`config.mk`:
```
export PLATFORM = sky130hd
export DESIGN_NAME = foc_top
export DESIGN_NICKNAME = d
export VERILOG_FILES = /design/src/shared/foc_pkg.sv /design/src/design/foc_top.sv
export SDC_FILE = /design/constraint.sdc
export NUM_CORES = 1
export LEC_CHECK = 0
export ABC_AREA = 1
export CORE_ASPECT_RATIO = 0.8
export CORE_MARGIN = 1.5
export CORE_UTILIZATION = 55
export CTS_CLUSTER_SIZE = 10
export DETAILED_ROUTE_END_ITERATION = 8
export DONT_BUFFER_PORTS = 1
export PLACE_DENSITY_LB_ADDON = 0.15
export SLEW_MARGIN = 30
export SYNTH_ARGS = -nofsm -noshare
export SYNTH_HDL_FRONTEND = slang
export SYNTH_SLANG_ARGS = --single-unit
```
`constraint.sdc`:
```
create_clock -name sys_clk_i -period 1.7 [get_ports sys_clk_i]
set_input_delay 0.51 -clock sys_clk_i [delete_from_list [all_inputs] [get_ports sys_clk_i]]
set_output_delay 0.51 -clock sys_clk_i [all_outputs]
set_load 0.03 [all_outputs]
```
`src/shared/foc_pkg.sv`:
```
package foc_pkg;
    // Clock rate
    localparam int unsigned CLK_MHZ        = 250;
    // Timing figures as documented
    localparam int unsigned SWITCH_US      = 50;
    localparam int unsigned ALL_OUT_US     = 100;
    localparam int unsigned COMM_LOSS_MS   = 2000;
    localparam int unsigned RESP_MS        = 4;
    localparam int unsigned PROC_US        = 1500;
    // Derived cycle counts (all exact, the longest fits in 32 bits)
    localparam longint unsigned SWITCH_CYC  = longint'(SWITCH_US) * CLK_MHZ;
    localparam longint unsigned COMM_LOSS_CYC = longint'(COMM_LOSS_MS) * 1000 * CLK_MHZ;
    localparam longint unsigned RESP_CYC    = longint'(RESP_MS) * 1000 * CLK_MHZ;
    localparam longint unsigned PROC_CYC    = longint'(PROC_US) * CLK_MHZ;
    // Output count and timer width
    localparam int unsigned N_OUT          = 16;
    localparam int unsigned TMR_W          = 32;
    localparam logic [TMR_W-1:0] TMR_ONE   = 32'h0000_0001;
    localparam logic [TMR_W-1:0] TMR_ZERO  = 32'h0000_0000;
    // Status byte fields
    localparam int unsigned STAT_W         = 8;
    localparam int unsigned STAT_COMM_LOSS = 0;
    localparam logic [STAT_W-1:0] STAT_RESET = 8'h00;

    typedef struct packed {
        logic [N_OUT-1:0] data;
        logic [N_OUT-1:0] ctrl;
    } foc_cmd_t;

    typedef enum logic [1:0] {
        FOC_IDLE = 2'b00,
        FOC_APPLY = 2'b01,
        FOC_RESP = 2'b10
    } foc_state_t;
endpackage

```
`src/design/foc_top.sv`:
```
// Functional notes
// - All outputs change together, within 100 us
// - Data 0, control 0: output steady OFF
// - Data 1, control 0: output steady ON
// - Both bits 1: output inverse of phase
// - Wave outputs switch within 50 us, hold
// - 2.0 s without commands: all OFF, flag
// - Independent outputs, no glitches
// - Response starts within 4 ms of command
// - Set-outputs processing under 1.5 ms
// - Accepts 1000 toggling commands in 1.5 s
`timescale 1ns/1ps
module foc_top
    import foc_pkg::*;
#(
    parameter logic [TMR_W-1:0] COMM_LOSS_CYCLES = TMR_W'(COMM_LOSS_CYC)
) (
    input  wire logic               sys_clk_i,
    input  wire logic               reset_i,
    input  wire logic               cmd_valid_i,
    input  wire foc_cmd_t           cmd_i,
    input  wire logic               line_phase_reference_i,
    output logic [N_OUT-1:0]        out_o,
    output logic [STAT_W-1:0]       status_o,
    output logic                    resp_start_o,
    output logic                    comm_loss_o
);

    foc_state_t             state_r;
    foc_state_t             state_nxt;
    foc_cmd_t               cfg_r;
    foc_cmd_t               pend_r;
    logic                   phase_w;
    logic                   loss_w;
    logic [N_OUT-1:0]       out_r;
    logic                   resp_r;
    logic [STAT_W-1:0]      stat_w;
    logic [N_OUT-1:0]       out_nxt;

    wire                    apply_w   = (state_r == FOC_APPLY);
    wire                    take_w    = cmd_valid_i && (state_r == FOC_IDLE);

    // Line phase brought into the clock domain; level moves on a seen edge
    foc_phase_sync phase_u (
        .sys_clk_i (sys_clk_i),
        .reset_i   (reset_i),
        .line_i    (line_phase_reference_i),
        .level_o   (phase_w)
    );

    // Any command frame, taken or refused, proves the link alive
    foc_watchdog #(
        .LIMIT (COMM_LOSS_CYCLES)
    ) dog_u (
        .sys_clk_i (sys_clk_i),
        .reset_i   (reset_i),
        .kick_i    (cmd_valid_i),
        .lost_o    (loss_w),
        .status_o  (stat_w)
    );

    // One decode cell per output, so each output is set on its own
    for (genvar g = 0; g < N_OUT; g++) begin : g_cell
        foc_out_cell cell_u (
            .data_i  (cfg_r.data[g]),
            .ctrl_i  (cfg_r.ctrl[g]),
            .phase_i (phase_w),
            .kill_i  (loss_w),
            .out_o   (out_nxt[g])
        );
    end

    always_comb begin
        case (state_r)
            FOC_IDLE:  state_nxt = cmd_valid_i ? FOC_APPLY : FOC_IDLE;
            FOC_APPLY: state_nxt = FOC_RESP;
            FOC_RESP:  state_nxt = FOC_IDLE;
            default:   state_nxt = FOC_IDLE;
        endcase
    end

    always_ff @(posedge sys_clk_i) begin
        if (reset_i) begin
            state_r      <= FOC_IDLE;
            out_r        <= '0;
            resp_r       <= 1'b0;
        end else begin
            state_r      <= state_nxt;
            out_r        <= out_nxt;
            resp_r       <= (state_r == FOC_RESP);
        end
    end

    // Command capture; one command per three cycles, well within 1.5 ms
    always_ff @(posedge sys_clk_i) begin
        if (reset_i) begin
            pend_r <= '0;
            cfg_r  <= '0;
        end else begin
            if (take_w) begin
                pend_r <= cmd_i;
            end
            if (apply_w) begin
                cfg_r <= pend_r;
            end
        end
    end

    // Status and loss level are registers inside the watchdog
    assign out_o        = out_r;
    assign status_o     = stat_w;
    assign resp_start_o = resp_r;
    assign comm_loss_o  = loss_w;

endmodule // foc_top

// Decode of one output setting
// A lost link overrides every setting, wave outputs included
module foc_out_cell (
    input  wire logic data_i,
    input  wire logic ctrl_i,
    input  wire logic phase_i,
    input  wire logic kill_i,
    output logic      out_o
);

    logic [1:0] mode_w;
    logic       set_w;

    assign mode_w = {data_i, ctrl_i};

    always_comb begin
        case (mode_w)
            2'h0:    set_w = 1'h0;
            2'h2:    set_w = 1'h1;
            2'h3:    set_w = ~phase_i;
            2'h1:    set_w = phase_i;
            default: set_w = 1'h0;
        endcase
    end

    // Forced OFF while communication is lost
    assign out_o = kill_i ? 1'h0 : set_w;

endmodule // foc_out_cell

// Two-stage synchroniser for the line phase level
// The held level changes only on a detected edge, so a wave output
// keeps one state for the whole half cycle
module foc_phase_sync (
    input  wire logic sys_clk_i,
    input  wire logic reset_i,
    input  wire logic line_i,
    output logic      level_o
);

    logic [1:0] sync_r;
    logic       level_r;
    logic       edge_w;

    // Only the second stage is read outside the synchroniser
    assign edge_w = sync_r[1] ^ level_r;

    always_ff @(posedge sys_clk_i) begin
        if (reset_i) begin
            sync_r  <= 2'h0;
            level_r <= 1'h0;
        end else begin
            sync_r <= {sync_r[0], line_i};
            if (edge_w) begin
                level_r <= sync_r[1];
            end
        end
    end

    assign level_o = level_r;

endmodule // foc_phase_sync

// Communication loss watchdog and module status byte
module foc_watchdog
    import foc_pkg::*;
#(
    parameter logic [TMR_W-1:0] LIMIT = TMR_W'(COMM_LOSS_CYC)
) (
    input  wire logic              sys_clk_i,
    input  wire logic              reset_i,
    input  wire logic              kick_i,
    output logic                   lost_o,
    output logic [STAT_W-1:0]      status_o
);

    logic [TMR_W-1:0]  cnt_r;
    logic              lost_r;
    logic [STAT_W-1:0] stat_r;
    logic              hit_w;

    // Count parks one below the limit (LIMIT - 1) so a long silence cannot wrap it
    assign hit_w = (cnt_r == LIMIT - TMR_ONE);

    always_ff @(posedge sys_clk_i) begin
        if (reset_i) begin
            cnt_r  <= TMR_ZERO;
            lost_r <= 1'h0;
            stat_r <= STAT_RESET;
        end else if (kick_i) begin
            cnt_r  <= TMR_ZERO;
            lost_r <= 1'h0;
            stat_r[STAT_COMM_LOSS] <= 1'h0;
        end else if (hit_w) begin
            lost_r <= 1'h1;
            stat_r[STAT_COMM_LOSS] <= 1'h1;
        end else if (!lost_r) begin
            cnt_r <= cnt_r + TMR_ONE;
        end
    end

    assign lost_o   = lost_r;
    assign status_o = stat_r;

endmodule // foc_watchdog

```
Word level (Yosys, flattened, before mapping)
Index checks and enable logic that the tools add are counted.
Operators by class
  add/subtract/negate cells: 1
  equality and inequality tests: 51
  multiplexer cells: 18
  bitwise gates (word level): 4
  reduce and logical (&&, ||, !) cells: 21
Operators by type and width (number)
  equality test 2 bit, second input constant: 33
  case mux 1 bit (4 select lines): 16
  equality test 2 x 1 -> 1 bit, second input constant: 17
  zero test 2 bit: 17
  adder 32 x 1 -> 32 bit, second input constant: 1
  equality test 32 x 29 -> 1 bit, second input constant: 1
  case mux 2 bit (2 select lines): 1
  OR reduction 2 bit: 2
  inverter 1 bit: 3
  AND reduction 2 bit: 1
  logical AND 1 bit: 1
  2-to-1 mux 1 bit: 1
  bitwise XOR 1 bit: 1
Storage, ports and cells
  flip-flop bits (word level): 119
  output and inout port bits: 26
  word-level logic and storage cells: 106

Logic depth before layout (Yosys ltp)
Gate-level depths: netlist of run 1.
  depth in word-level cells: 3
  gate-level depth with buffers: 11
  mapped depth without buffers: 10

Cells and area by module
A second synthesis of run 1 with hierarchy kept.
Unflattened totals
  cell total of the unflattened synthesis: 905
  area total of the unflattened synthesis: 5850.6 µm²
Modules (own cells, without submodules)
  foc_top: times used 1, cells an instance 408, area each 3067.9 µm²
  foc_watchdog: times used 1, cells an instance 408, area each 2359.8 µm²
  foc_out_cell: times used 16, cells an instance 5, area each 21.3 µm²
  foc_phase_sync: times used 1, cells an instance 9, area each 82.6 µm²

Worst setup path before layout of run 1
No wires, ideal clock.
  path kind: reg-to-reg
  from: register dog_u.cnt_r[0]
  to: register dog_u.cnt_r[21]
  arrival: 1.557 ns
  data required time: 1.632 ns
  slack: 0.074 ns
  cell stages (with the launch flop): 12
  buffers on the path: 2
  clock period less this slack: 1.626 ns
  path through: dfxtp_1 ha_1 inv_1 nor2_4 nand2_2 nor2_2 nand2_2 nand2_2 buf_6 buf_6 nand2_1 a21oi_2
On the way
  longest elaborated chain between the ends: 3
Ends and longest elaborated chain
  start: declaration: line foc_top.sv:193  | logic [TMR_W-1:0] cnt_r;
  start signal: assignment: line foc_top.sv:214  | cnt_r <= cnt_r + TMR_ONE;
  branches (longest 3 deep; another with adder 32 x 1 -> 32 bit)
Parallel ways; which one is timed is not known.
A chain may end at the register's enable or synchronous reset.

Worst setup path in the final report of run 1
  from: register dog_u.cnt_r[8]
  to: register dog_u.cnt_r[25]
The elaborated chain is that of the path after synthesis.

==> results of run 1 <==
per-stage QoR:
| step | instances | util | power (uW) | TNS, ps | setup slack (ps) |
|---|---|---|---|---|---|
| after global routing | 947 | 0.673 | 6930 | -107 | -32.3 |
| final | 947 | 0.673 | 6720 | 0 | 71.9 |
| after global placement | 914 | 0.603 | 3230 | -27.1 | -17.7 |
| after CTS | 946 | 0.668 | 6750 | 0 | 4.88 |
| after floorplan | 808 | - | 3190 | 0 | 74.5 |
| after detailed placement | 914 | 0.603 | 3240 | -17.8 | -8.74 |
critical path: cells and delay by family, from the launching register on:
kind,cells,cell delay [ps]
DFF,1,460
and+or+nand+nor,8,990
AOI/OAI and AO/OA,1,50
cells by family after synthesis:
family,share of synthesized area
AND/OR/NAND/NOR,0.350
flip-flops,0.449
AO/OA/AOI/OAI,0.110
buffers and inverters,0.0707
XOR/XNOR,0.0181
adder cells (fa/ha/maj),0.00236
other,0.000706
power by group through the flow:
stage | sequential, uW | combinational (uW) | clock, uW
floorplan | 2970 | 226 | 0
global placement | 2980 | 253 | 0
detailed placement | 2980 | 260 | 0
CTS | 2920 | 263 | 3570
global route | 2930 | 298 | 3700
finish | 2930 | 265 | 3530
layout make-up:
cell class	count	area, um2
inverters	46	173
well taps	115	144
repair buffers	33	298
clock buffers	18	439
multi-input cells	602	2620
fillers	801	3020
clock inverters	14	150
flip-flops and latches	119	2390
sequential cells by signal, summed over array words and instances, names as in the netlist:
name,count
cfg_r,32
dog_u.cnt_r,32
dog_u.lost_o,1
out_o,16
pend_r,32
phase_u.level_o,1
phase_u.sync_r,2
resp_start_o,1
state_r,2
how the worst max path moves through the flow:
stage                               start              end  slack (ps)  cells past startpoint
after floorplan            dog_u.cnt_r[0]  dog_u.cnt_r[21]          70                     11
after global placement     dog_u.cnt_r[5]  dog_u.cnt_r[27]         -20                     10
after detailed placement   dog_u.cnt_r[1]  dog_u.cnt_r[30]          -9                      9
after CTS                  dog_u.cnt_r[1]  dog_u.cnt_r[15]           5                     10
after global routing      dog_u.cnt_r[12]  dog_u.cnt_r[16]         -30                      7
final                      dog_u.cnt_r[8]  dog_u.cnt_r[25]          70                      9
layout by cell type, fill, tap and decap left out, types with 4 or more instances in the layout:
| cell type | instances |
|---|---|
| nor2_2 | 11 |
| xnor2_1 | 5 |
| nand2_1 | 310 |
| conb_1 | 7 |
| nand3_1 | 43 |
| buf_4 | 29 |
| a21oi_1 | 103 |
| buf_12 | 4 |
| dfxtp_1 | 115 |
| xor2_1 | 6 |
| nor2_1 | 92 |
| o21ai_0 | 7 |
| dfxtp_2 | 4 |
| inv_1 | 44 |
| clkbuf_16 | 17 |
what timing repair did:
item,CTS,global route
resized for setup,2,15
endpoints found under the setup margin,14,32
buffers inserted,0,1
metal layers:
layer  GRT usage  vias to the layer above  part of all wire
met1       0.422                     2333              0.48
met3      0.0758                       15             0.098
li1            -                     2546                 -
met5           0                        -                 0
met4      0.0792                        0             0.011
met2       0.394                      223              0.41
==> metrics.txt, run 1 <==
# TYPE chip_impl_metric gauge
chip_impl_metric{name="synth.ff_latch_count",unit=""} 119
chip_impl_metric{name="required",unit="ps"} 1990
chip_impl_metric{name="antenna_cells",unit=""} 0
chip_impl_metric{name="final_cycle_utilization_of_the_critical_path",unit=""} 0.958
chip_impl_info{name="synth_area_leader",value="dfxtp_1"} 1
chip_impl_metric{name="reg_clk_slew_reported_paths",unit="ps"} 60
chip_impl_metric{name="yosys.area.top_type_share",unit=""} 0.449
chip_impl_metric{name="comb_power_share",unit=""} 0.039
chip_impl_metric{name="numPortBuffers",unit=""} 0
chip_impl_metric{name="detailedPlacementHpwl",unit="mm"} 9.76
chip_impl_metric{name="net-switching-power",unit="uW"} 1570
chip_impl_info{name="crit-reg2reg-launch",value="dog_u.cnt_r[8]"} 1
chip_impl_metric{name="drt_first_pass_iters",unit=""} 5
chip_impl_info{name="tightest_hold_check_type",value="in2reg"} 1
chip_impl_info{name="synth-main-ff-cell",value="dfxtp_1"} 1
chip_impl_metric{name="cap_violations",unit=""} 0
chip_impl_info{name="cpMostUsedCell",value="nand2_1"} 1
chip_impl_metric{name="cpPeakStageDelay",unit="ps"} 460
chip_impl_metric{name="synth_edf_count",unit=""} 0
chip_impl_metric{name="routed_wl",unit="mm"} 14.1
chip_impl_info{name="critical_path.slowest_cell",value="dfxtp_1"} 1
chip_impl_metric{name="power_internal",unit="uW"} 5150
chip_impl_metric{name="grtUsageTotal",unit=""} 0.281
chip_impl_metric{name="worst_endpoint_data_arrival_time",unit="ps"} 1920
chip_impl_metric{name="leakagePower",unit="uW"} 0.00228
chip_impl_metric{name="drt_drc_violations_left",unit=""} 0
chip_impl_metric{name="row_count",unit=""} 31
chip_impl_info{name="post_synth_main_area_contributors",value="dfxtp_1, nand2_1, a21oi_1"} 1
chip_impl_info{name="timing.critical_path.from_type",value="flop"} 1
chip_impl_metric{name="clock-sinks",unit=""} 119
chip_impl_metric{name="route.vias.total",unit=""} 5117
chip_impl_metric{name="placement.cell_area",unit="um2"} 5570
chip_impl_info{name="post-synth-top-count-cell",value="nand2_1"} 1
chip_impl_metric{name="clock_tree.buffer_depth",unit=""} 2
chip_impl_metric{name="dieHeight",unit="um"} 90.9
chip_impl_metric{name="seq_power_share",unit=""} 0.435
chip_impl_metric{name="switching_share",unit=""} 0.233
chip_impl_metric{name="synth.yosys.seq_area_share",unit=""} 0.449
chip_impl_info{name="min_delay_worst_endpoint",value="state_r[1]"} 1
chip_impl_info{name="setup.worst_path.end_class",value="flop"} 1
chip_impl_metric{name="syn_to_layout_area_delta",unit="%"} 17.0
chip_impl_metric{name="stdcell_area",unit="um2"} 6210
chip_impl_metric{name="async_reset_ff_frac",unit=""} 0
chip_impl_metric{name="routed_wire_length_per_instance",unit="um"} 14.9
chip_impl_info{name="list_of_cells_traversed_by_the_critical_path",value="nand2_1 -> nor2_1 -> nand2_1 -> nor2_2 -> nand2_1 -> nand2_1 -> nand2_1 -> nand2_1 -> a21oi_1"} 1
chip_impl_metric{name="slew_viol_final",unit=""} 0
chip_impl_metric{name="timing.reg2reg.setup_slack",unit="ps"} 70
chip_impl_metric{name="ys_warn_count",unit=""} 0
chip_impl_metric{name="cts_hold_repair.buffers",unit=""} 0
chip_impl_info{name="tritoncts",value="done"} 1
chip_impl_metric{name="fin_skew",unit="ps"} 10.5
chip_impl_metric{name="clk-insertion-delay-late",unit="ps"} 410
chip_impl_metric{name="drive_above_1_share",unit=""} 0.109
chip_impl_metric{name="gp_routability_congestion",unit=""} 0.961
chip_impl_info{name="cts_root_buf",value="clkbuf_16"} 1
chip_impl_info{name="setup.worst_path.class",value="reg2reg"} 1
chip_impl_metric{name="timing_hold_violations_final",unit=""} 0
chip_impl_metric{name="min_path_cells",unit=""} 1
chip_impl_metric{name="htree_levels",unit=""} 4
chip_impl_metric{name="cellPowerDensity",unit="nW/um2"} 1080
chip_impl_metric{name="numCtsBuffers",unit=""} 17
chip_impl_metric{name="pin_count_of_the_biggest_net_entering_global_routing",unit=""} 73
chip_impl_metric{name="design.core.area",unit="um2"} 9230
chip_impl_metric{name="critPathMaxFanout",unit=""} 5
chip_impl_info{name="synth.cells.most_frequent",value="nand2_1, dfxtp_1, a21oi_1, nor2_1, inv_1"} 1
chip_impl_metric{name="wire_length_of_the_first_global_routing_pass",unit="mm"} 22.5
chip_impl_metric{name="drt-initial-drc-count",unit=""} 449
chip_impl_info{name="outcome",value="finished, final reports clean"} 1
chip_impl_metric{name="fin_crit",unit="ps"} 1630
chip_impl_metric{name="grt_pass1_vias",unit=""} 4524
chip_impl_metric{name="post_synth.cell_area_avg",unit="um2"} 6.62
chip_impl_metric{name="antenna_found_initial",unit=""} 0
chip_impl_metric{name="syn_area",unit="um2"} 5310
chip_impl_metric{name="die_area",unit="um2"} 10300
chip_impl_metric{name="grt_overflow",unit=""} 0
chip_impl_metric{name="dieWidth",unit="um"} 113
chip_impl_info{name="worst_r2r_endpoint",value="dog_u.cnt_r[25]"} 1
chip_impl_metric{name="start_util",unit=""} 0.575
chip_impl_metric{name="avgViaCountPerCell",unit=""} 5.40
chip_impl_metric{name="clkPwrFrac",unit=""} 0.525
chip_impl_metric{name="detail-route-antenna-nets",unit=""} 0
chip_impl_metric{name="design.portCount",unit=""} 62
chip_impl_metric{name="postSynthCellCount",unit=""} 802
chip_impl_info{name="hold_path_startpoint",value="reset_i"} 1
chip_impl_metric{name="layout.nets",unit=""} 856
chip_impl_metric{name="reg2regPathDepth",unit=""} 9
chip_impl_metric{name="setup-violations-final",unit=""} 0
chip_impl_metric{name="hold-worst-slack",unit="ps"} 198
chip_impl_info{name="grt_setup_unrepaired",value="true"} 1
chip_impl_metric{name="synth_cell_types",unit=""} 26
chip_impl_metric{name="vdd.ir_drop.worst",unit="V"} 0.000929
chip_impl_metric{name="timing.fmax",unit="GHz"} 0.614
Power figures use the tool's default switching activity.
==> inputs of run 2 (changes only) <==
RECOVER_POWER = 50   (was not set)
==> metrics.txt, run 2 (synthesis results as in run 1) <==
# TYPE chip_impl_metric gauge
chip_impl_metric{name="gp_routability_congestion",unit=""} 0.961
chip_impl_metric{name="timing.fmax",unit="GHz"} 0.612
chip_impl_metric{name="die_area",unit="um2"} 10300
chip_impl_metric{name="clkPwrFrac",unit=""} 0.526
chip_impl_metric{name="layout.nets",unit=""} 856
chip_impl_metric{name="timing.reg2reg.setup_slack",unit="ps"} 70
chip_impl_metric{name="dieHeight",unit="um"} 90.9
chip_impl_metric{name="clock_tree.buffer_depth",unit=""} 2
chip_impl_metric{name="slew_at_the_pin_closest_to_its_max_slew_limit",unit="ps"} 715
chip_impl_metric{name="routed_wire_length_per_instance",unit="um"} 14.8
chip_impl_metric{name="leakagePower",unit="uW"} 0.00228
chip_impl_info{name="list_of_cells_traversed_by_the_critical_path",value="inv_1 -> nand2_1 -> nor2_1 -> nand2_1 -> nor2_1 -> nand2_2 -> nand2_4 -> buf_12 -> nand2_1 -> a21oi_1"} 1
chip_impl_metric{name="detailedPlacementHpwl",unit="mm"} 9.76
chip_impl_metric{name="start_util",unit=""} 0.575
chip_impl_metric{name="setup-violations-final",unit=""} 0
chip_impl_metric{name="design.portCount",unit=""} 62
chip_impl_metric{name="cpPeakStageDelay",unit="ps"} 360
chip_impl_info{name="critical_path.slowest_cell",value="dfxtp_1"} 1
chip_impl_metric{name="numCtsBuffers",unit=""} 17
chip_impl_info{name="grt_setup_unrepaired",value="true"} 1
chip_impl_metric{name="pin_count_of_the_biggest_net_entering_global_routing",unit=""} 73
chip_impl_metric{name="wire_length_of_the_first_global_routing_pass",unit="mm"} 22.5
chip_impl_metric{name="drt-initial-drc-count",unit=""} 448
chip_impl_metric{name="syn_to_layout_area_delta",unit="%"} 16.8
chip_impl_info{name="timing.critical_path.to",value="dog_u.cnt_r[29]"} 1
chip_impl_metric{name="drt_drc_violations_left",unit=""} 0
chip_impl_metric{name="vdd.ir_drop.worst",unit="V"} 0.000929
chip_impl_info{name="layout_commonest_cell",value="nand2_1"} 1
chip_impl_metric{name="final_cycle_utilization_of_the_critical_path",unit=""} 0.961
chip_impl_metric{name="routed_wl",unit="mm"} 14.0
chip_impl_metric{name="critPathMaxFanout",unit=""} 15
chip_impl_metric{name="htree_levels",unit=""} 4
chip_impl_metric{name="clock-sinks",unit=""} 119
chip_impl_metric{name="slew_viol_final",unit=""} 0
chip_impl_metric{name="hold-worst-slack",unit="ps"} 209
chip_impl_info{name="largestRegisters",value="cfg_r: 32 flops, dog_u.cnt_r: 32 flops, pend_r: 32 flops"} 1
chip_impl_info{name="cts_root_buf",value="clkbuf_16"} 1
chip_impl_metric{name="antenna_found_initial",unit=""} 0
chip_impl_metric{name="grt_overflow",unit=""} 0
chip_impl_metric{name="drt_first_pass_iters",unit=""} 5
chip_impl_metric{name="postLayoutCoreUtil",unit=""} 0.672
chip_impl_info{name="cpMostUsedCell",value="nand2_1"} 1
chip_impl_metric{name="avgViaCountPerCell",unit=""} 5.39
chip_impl_metric{name="drive_above_1_share",unit=""} 0.108
chip_impl_metric{name="fin_skew",unit="ps"} 10.6
chip_impl_metric{name="row_count",unit=""} 31
chip_impl_metric{name="clk-insertion-delay-late",unit="ps"} 410
chip_impl_metric{name="numPortBuffers",unit=""} 0
chip_impl_metric{name="route.vias.total",unit=""} 5103
chip_impl_metric{name="fin_crit",unit="ps"} 1630
chip_impl_info{name="outcome",value="finished, final reports clean"} 1
chip_impl_info{name="timing.critical_path.from",value="dog_u.cnt_r[11]"} 1
chip_impl_info{name="tightest_hold_check_type",value="in2reg"} 1
chip_impl_metric{name="switching_share",unit=""} 0.233
chip_impl_metric{name="max_slew_margin",unit=""} 0.523
chip_impl_info{name="setup.worst_path.class",value="reg2reg"} 1
chip_impl_metric{name="stdcell_area",unit="um2"} 6200
chip_impl_metric{name="reg_clk_slew_reported_paths",unit="ps"} 60
chip_impl_metric{name="grtUsageTotal",unit=""} 0.281
chip_impl_metric{name="cts_hold_repair.buffers",unit=""} 0
chip_impl_info{name="worst_r2r_endpoint",value="dog_u.cnt_r[29]"} 1
chip_impl_metric{name="comb_power_share",unit=""} 0.039
chip_impl_metric{name="design.core.area",unit="um2"} 9230
chip_impl_info{name="highest_count_cells_in_the_layout_ignoring_fill_and_taps",value="nand2_1, dfxtp_1, a21oi_1"} 1
chip_impl_metric{name="antenna_cells",unit=""} 0
chip_impl_metric{name="required",unit="ps"} 2030
chip_impl_metric{name="detail-route-antenna-nets",unit=""} 0
chip_impl_metric{name="worst_endpoint_data_arrival_time",unit="ps"} 1970
chip_impl_info{name="crit-reg2reg-launch",value="dog_u.cnt_r[11]"} 1
chip_impl_metric{name="placement.cell_area",unit="um2"} 5570
chip_impl_info{name="tritoncts",value="done"} 1
chip_impl_metric{name="grt_pass1_vias",unit=""} 4524
chip_impl_metric{name="net-switching-power",unit="uW"} 1560
chip_impl_metric{name="dieWidth",unit="um"} 113
chip_impl_metric{name="cellPowerDensity",unit="nW/um2"} 1080
chip_impl_info{name="setup.worst_path.end_class",value="flop"} 1
chip_impl_metric{name="reg2regPathDepth",unit=""} 10
chip_impl_metric{name="power_internal",unit="uW"} 5150
chip_impl_metric{name="cap_violations",unit=""} 0
chip_impl_info{name="timing.critical_path.from_type",value="flop"} 1
chip_impl_metric{name="seq_power_share",unit=""} 0.436
chip_impl_metric{name="timing_hold_violations_final",unit=""} 0
[run 2: worst min path at each step]
stage                                   end                    from  depth (start not counted)
after CTS                        pend_r[27]                 reset_i                          1
after floorplan             phase_u.level_o       phase_u.sync_r[1]                          2
after detailed placement    phase_u.level_o       phase_u.sync_r[1]                          2
after global placement      phase_u.level_o       phase_u.sync_r[1]                          2
final                     phase_u.sync_r[0]  line_phase_reference_i                          2
after global routing             pend_r[18]                 reset_i                          1
[run 2: worst max-delay path: cells and delay by family, from the launching register on]
family	cells	cell delay, ps
simple gates	7	830
flops	1	360
compound gates	1	150
buf+inv	2	230
[run 2: per-stage QoR]
stage | setup TNS (ps) | total power (uW) | std cells | worst slack, ps
2_1_floorplan | 0 | 3190 | 808 | 74.5
3_3_place_gp | -27.1 | 3230 | 914 | -17.7
3_5_place_dp | -17.8 | 3240 | 914 | -8.74
4_1_cts | 0 | 6750 | 946 | 4.88
5_1_grt | -107 | 6930 | 947 | -32.3
6_report | 0 | 6720 | 947 | 66.4
[run 2: layout make-up]
type	count	area, um2
fill	804	3030
timing repair buffer	33	290
inverter	46	173
multi-input combinational	602	2620
clock inverter	14	150
tap	115	144
clock buffer	18	439
sequential	119	2390
[run 2: power by group through the flow]
stage | combinational, uW | clock (uW) | sequential [uW]
floorplan | 226 | 0 | 2970
global placement | 253 | 0 | 2980
finish | 261 | 3530 | 2930
detailed placement | 260 | 0 | 2980
global route | 294 | 3700 | 2930
CTS | 263 | 3570 | 2920
[run 2: repair_timing]
action                                 in CTS  in global routing
setup endpoints to repair                  14                 32
gates resized for setup                     2                 15
setup buffers                               0                  1
endpoints found under the hold margin       0                  0
[run 2: layer usage]
metal,vias to the layer above,GRT usage,share of wire
li1,2545,-,-
met4,0,0.0792,0.011
met5,-,0,0
met1,2318,0.422,0.48
met3,16,0.0758,0.10
met2,224,0.394,0.41
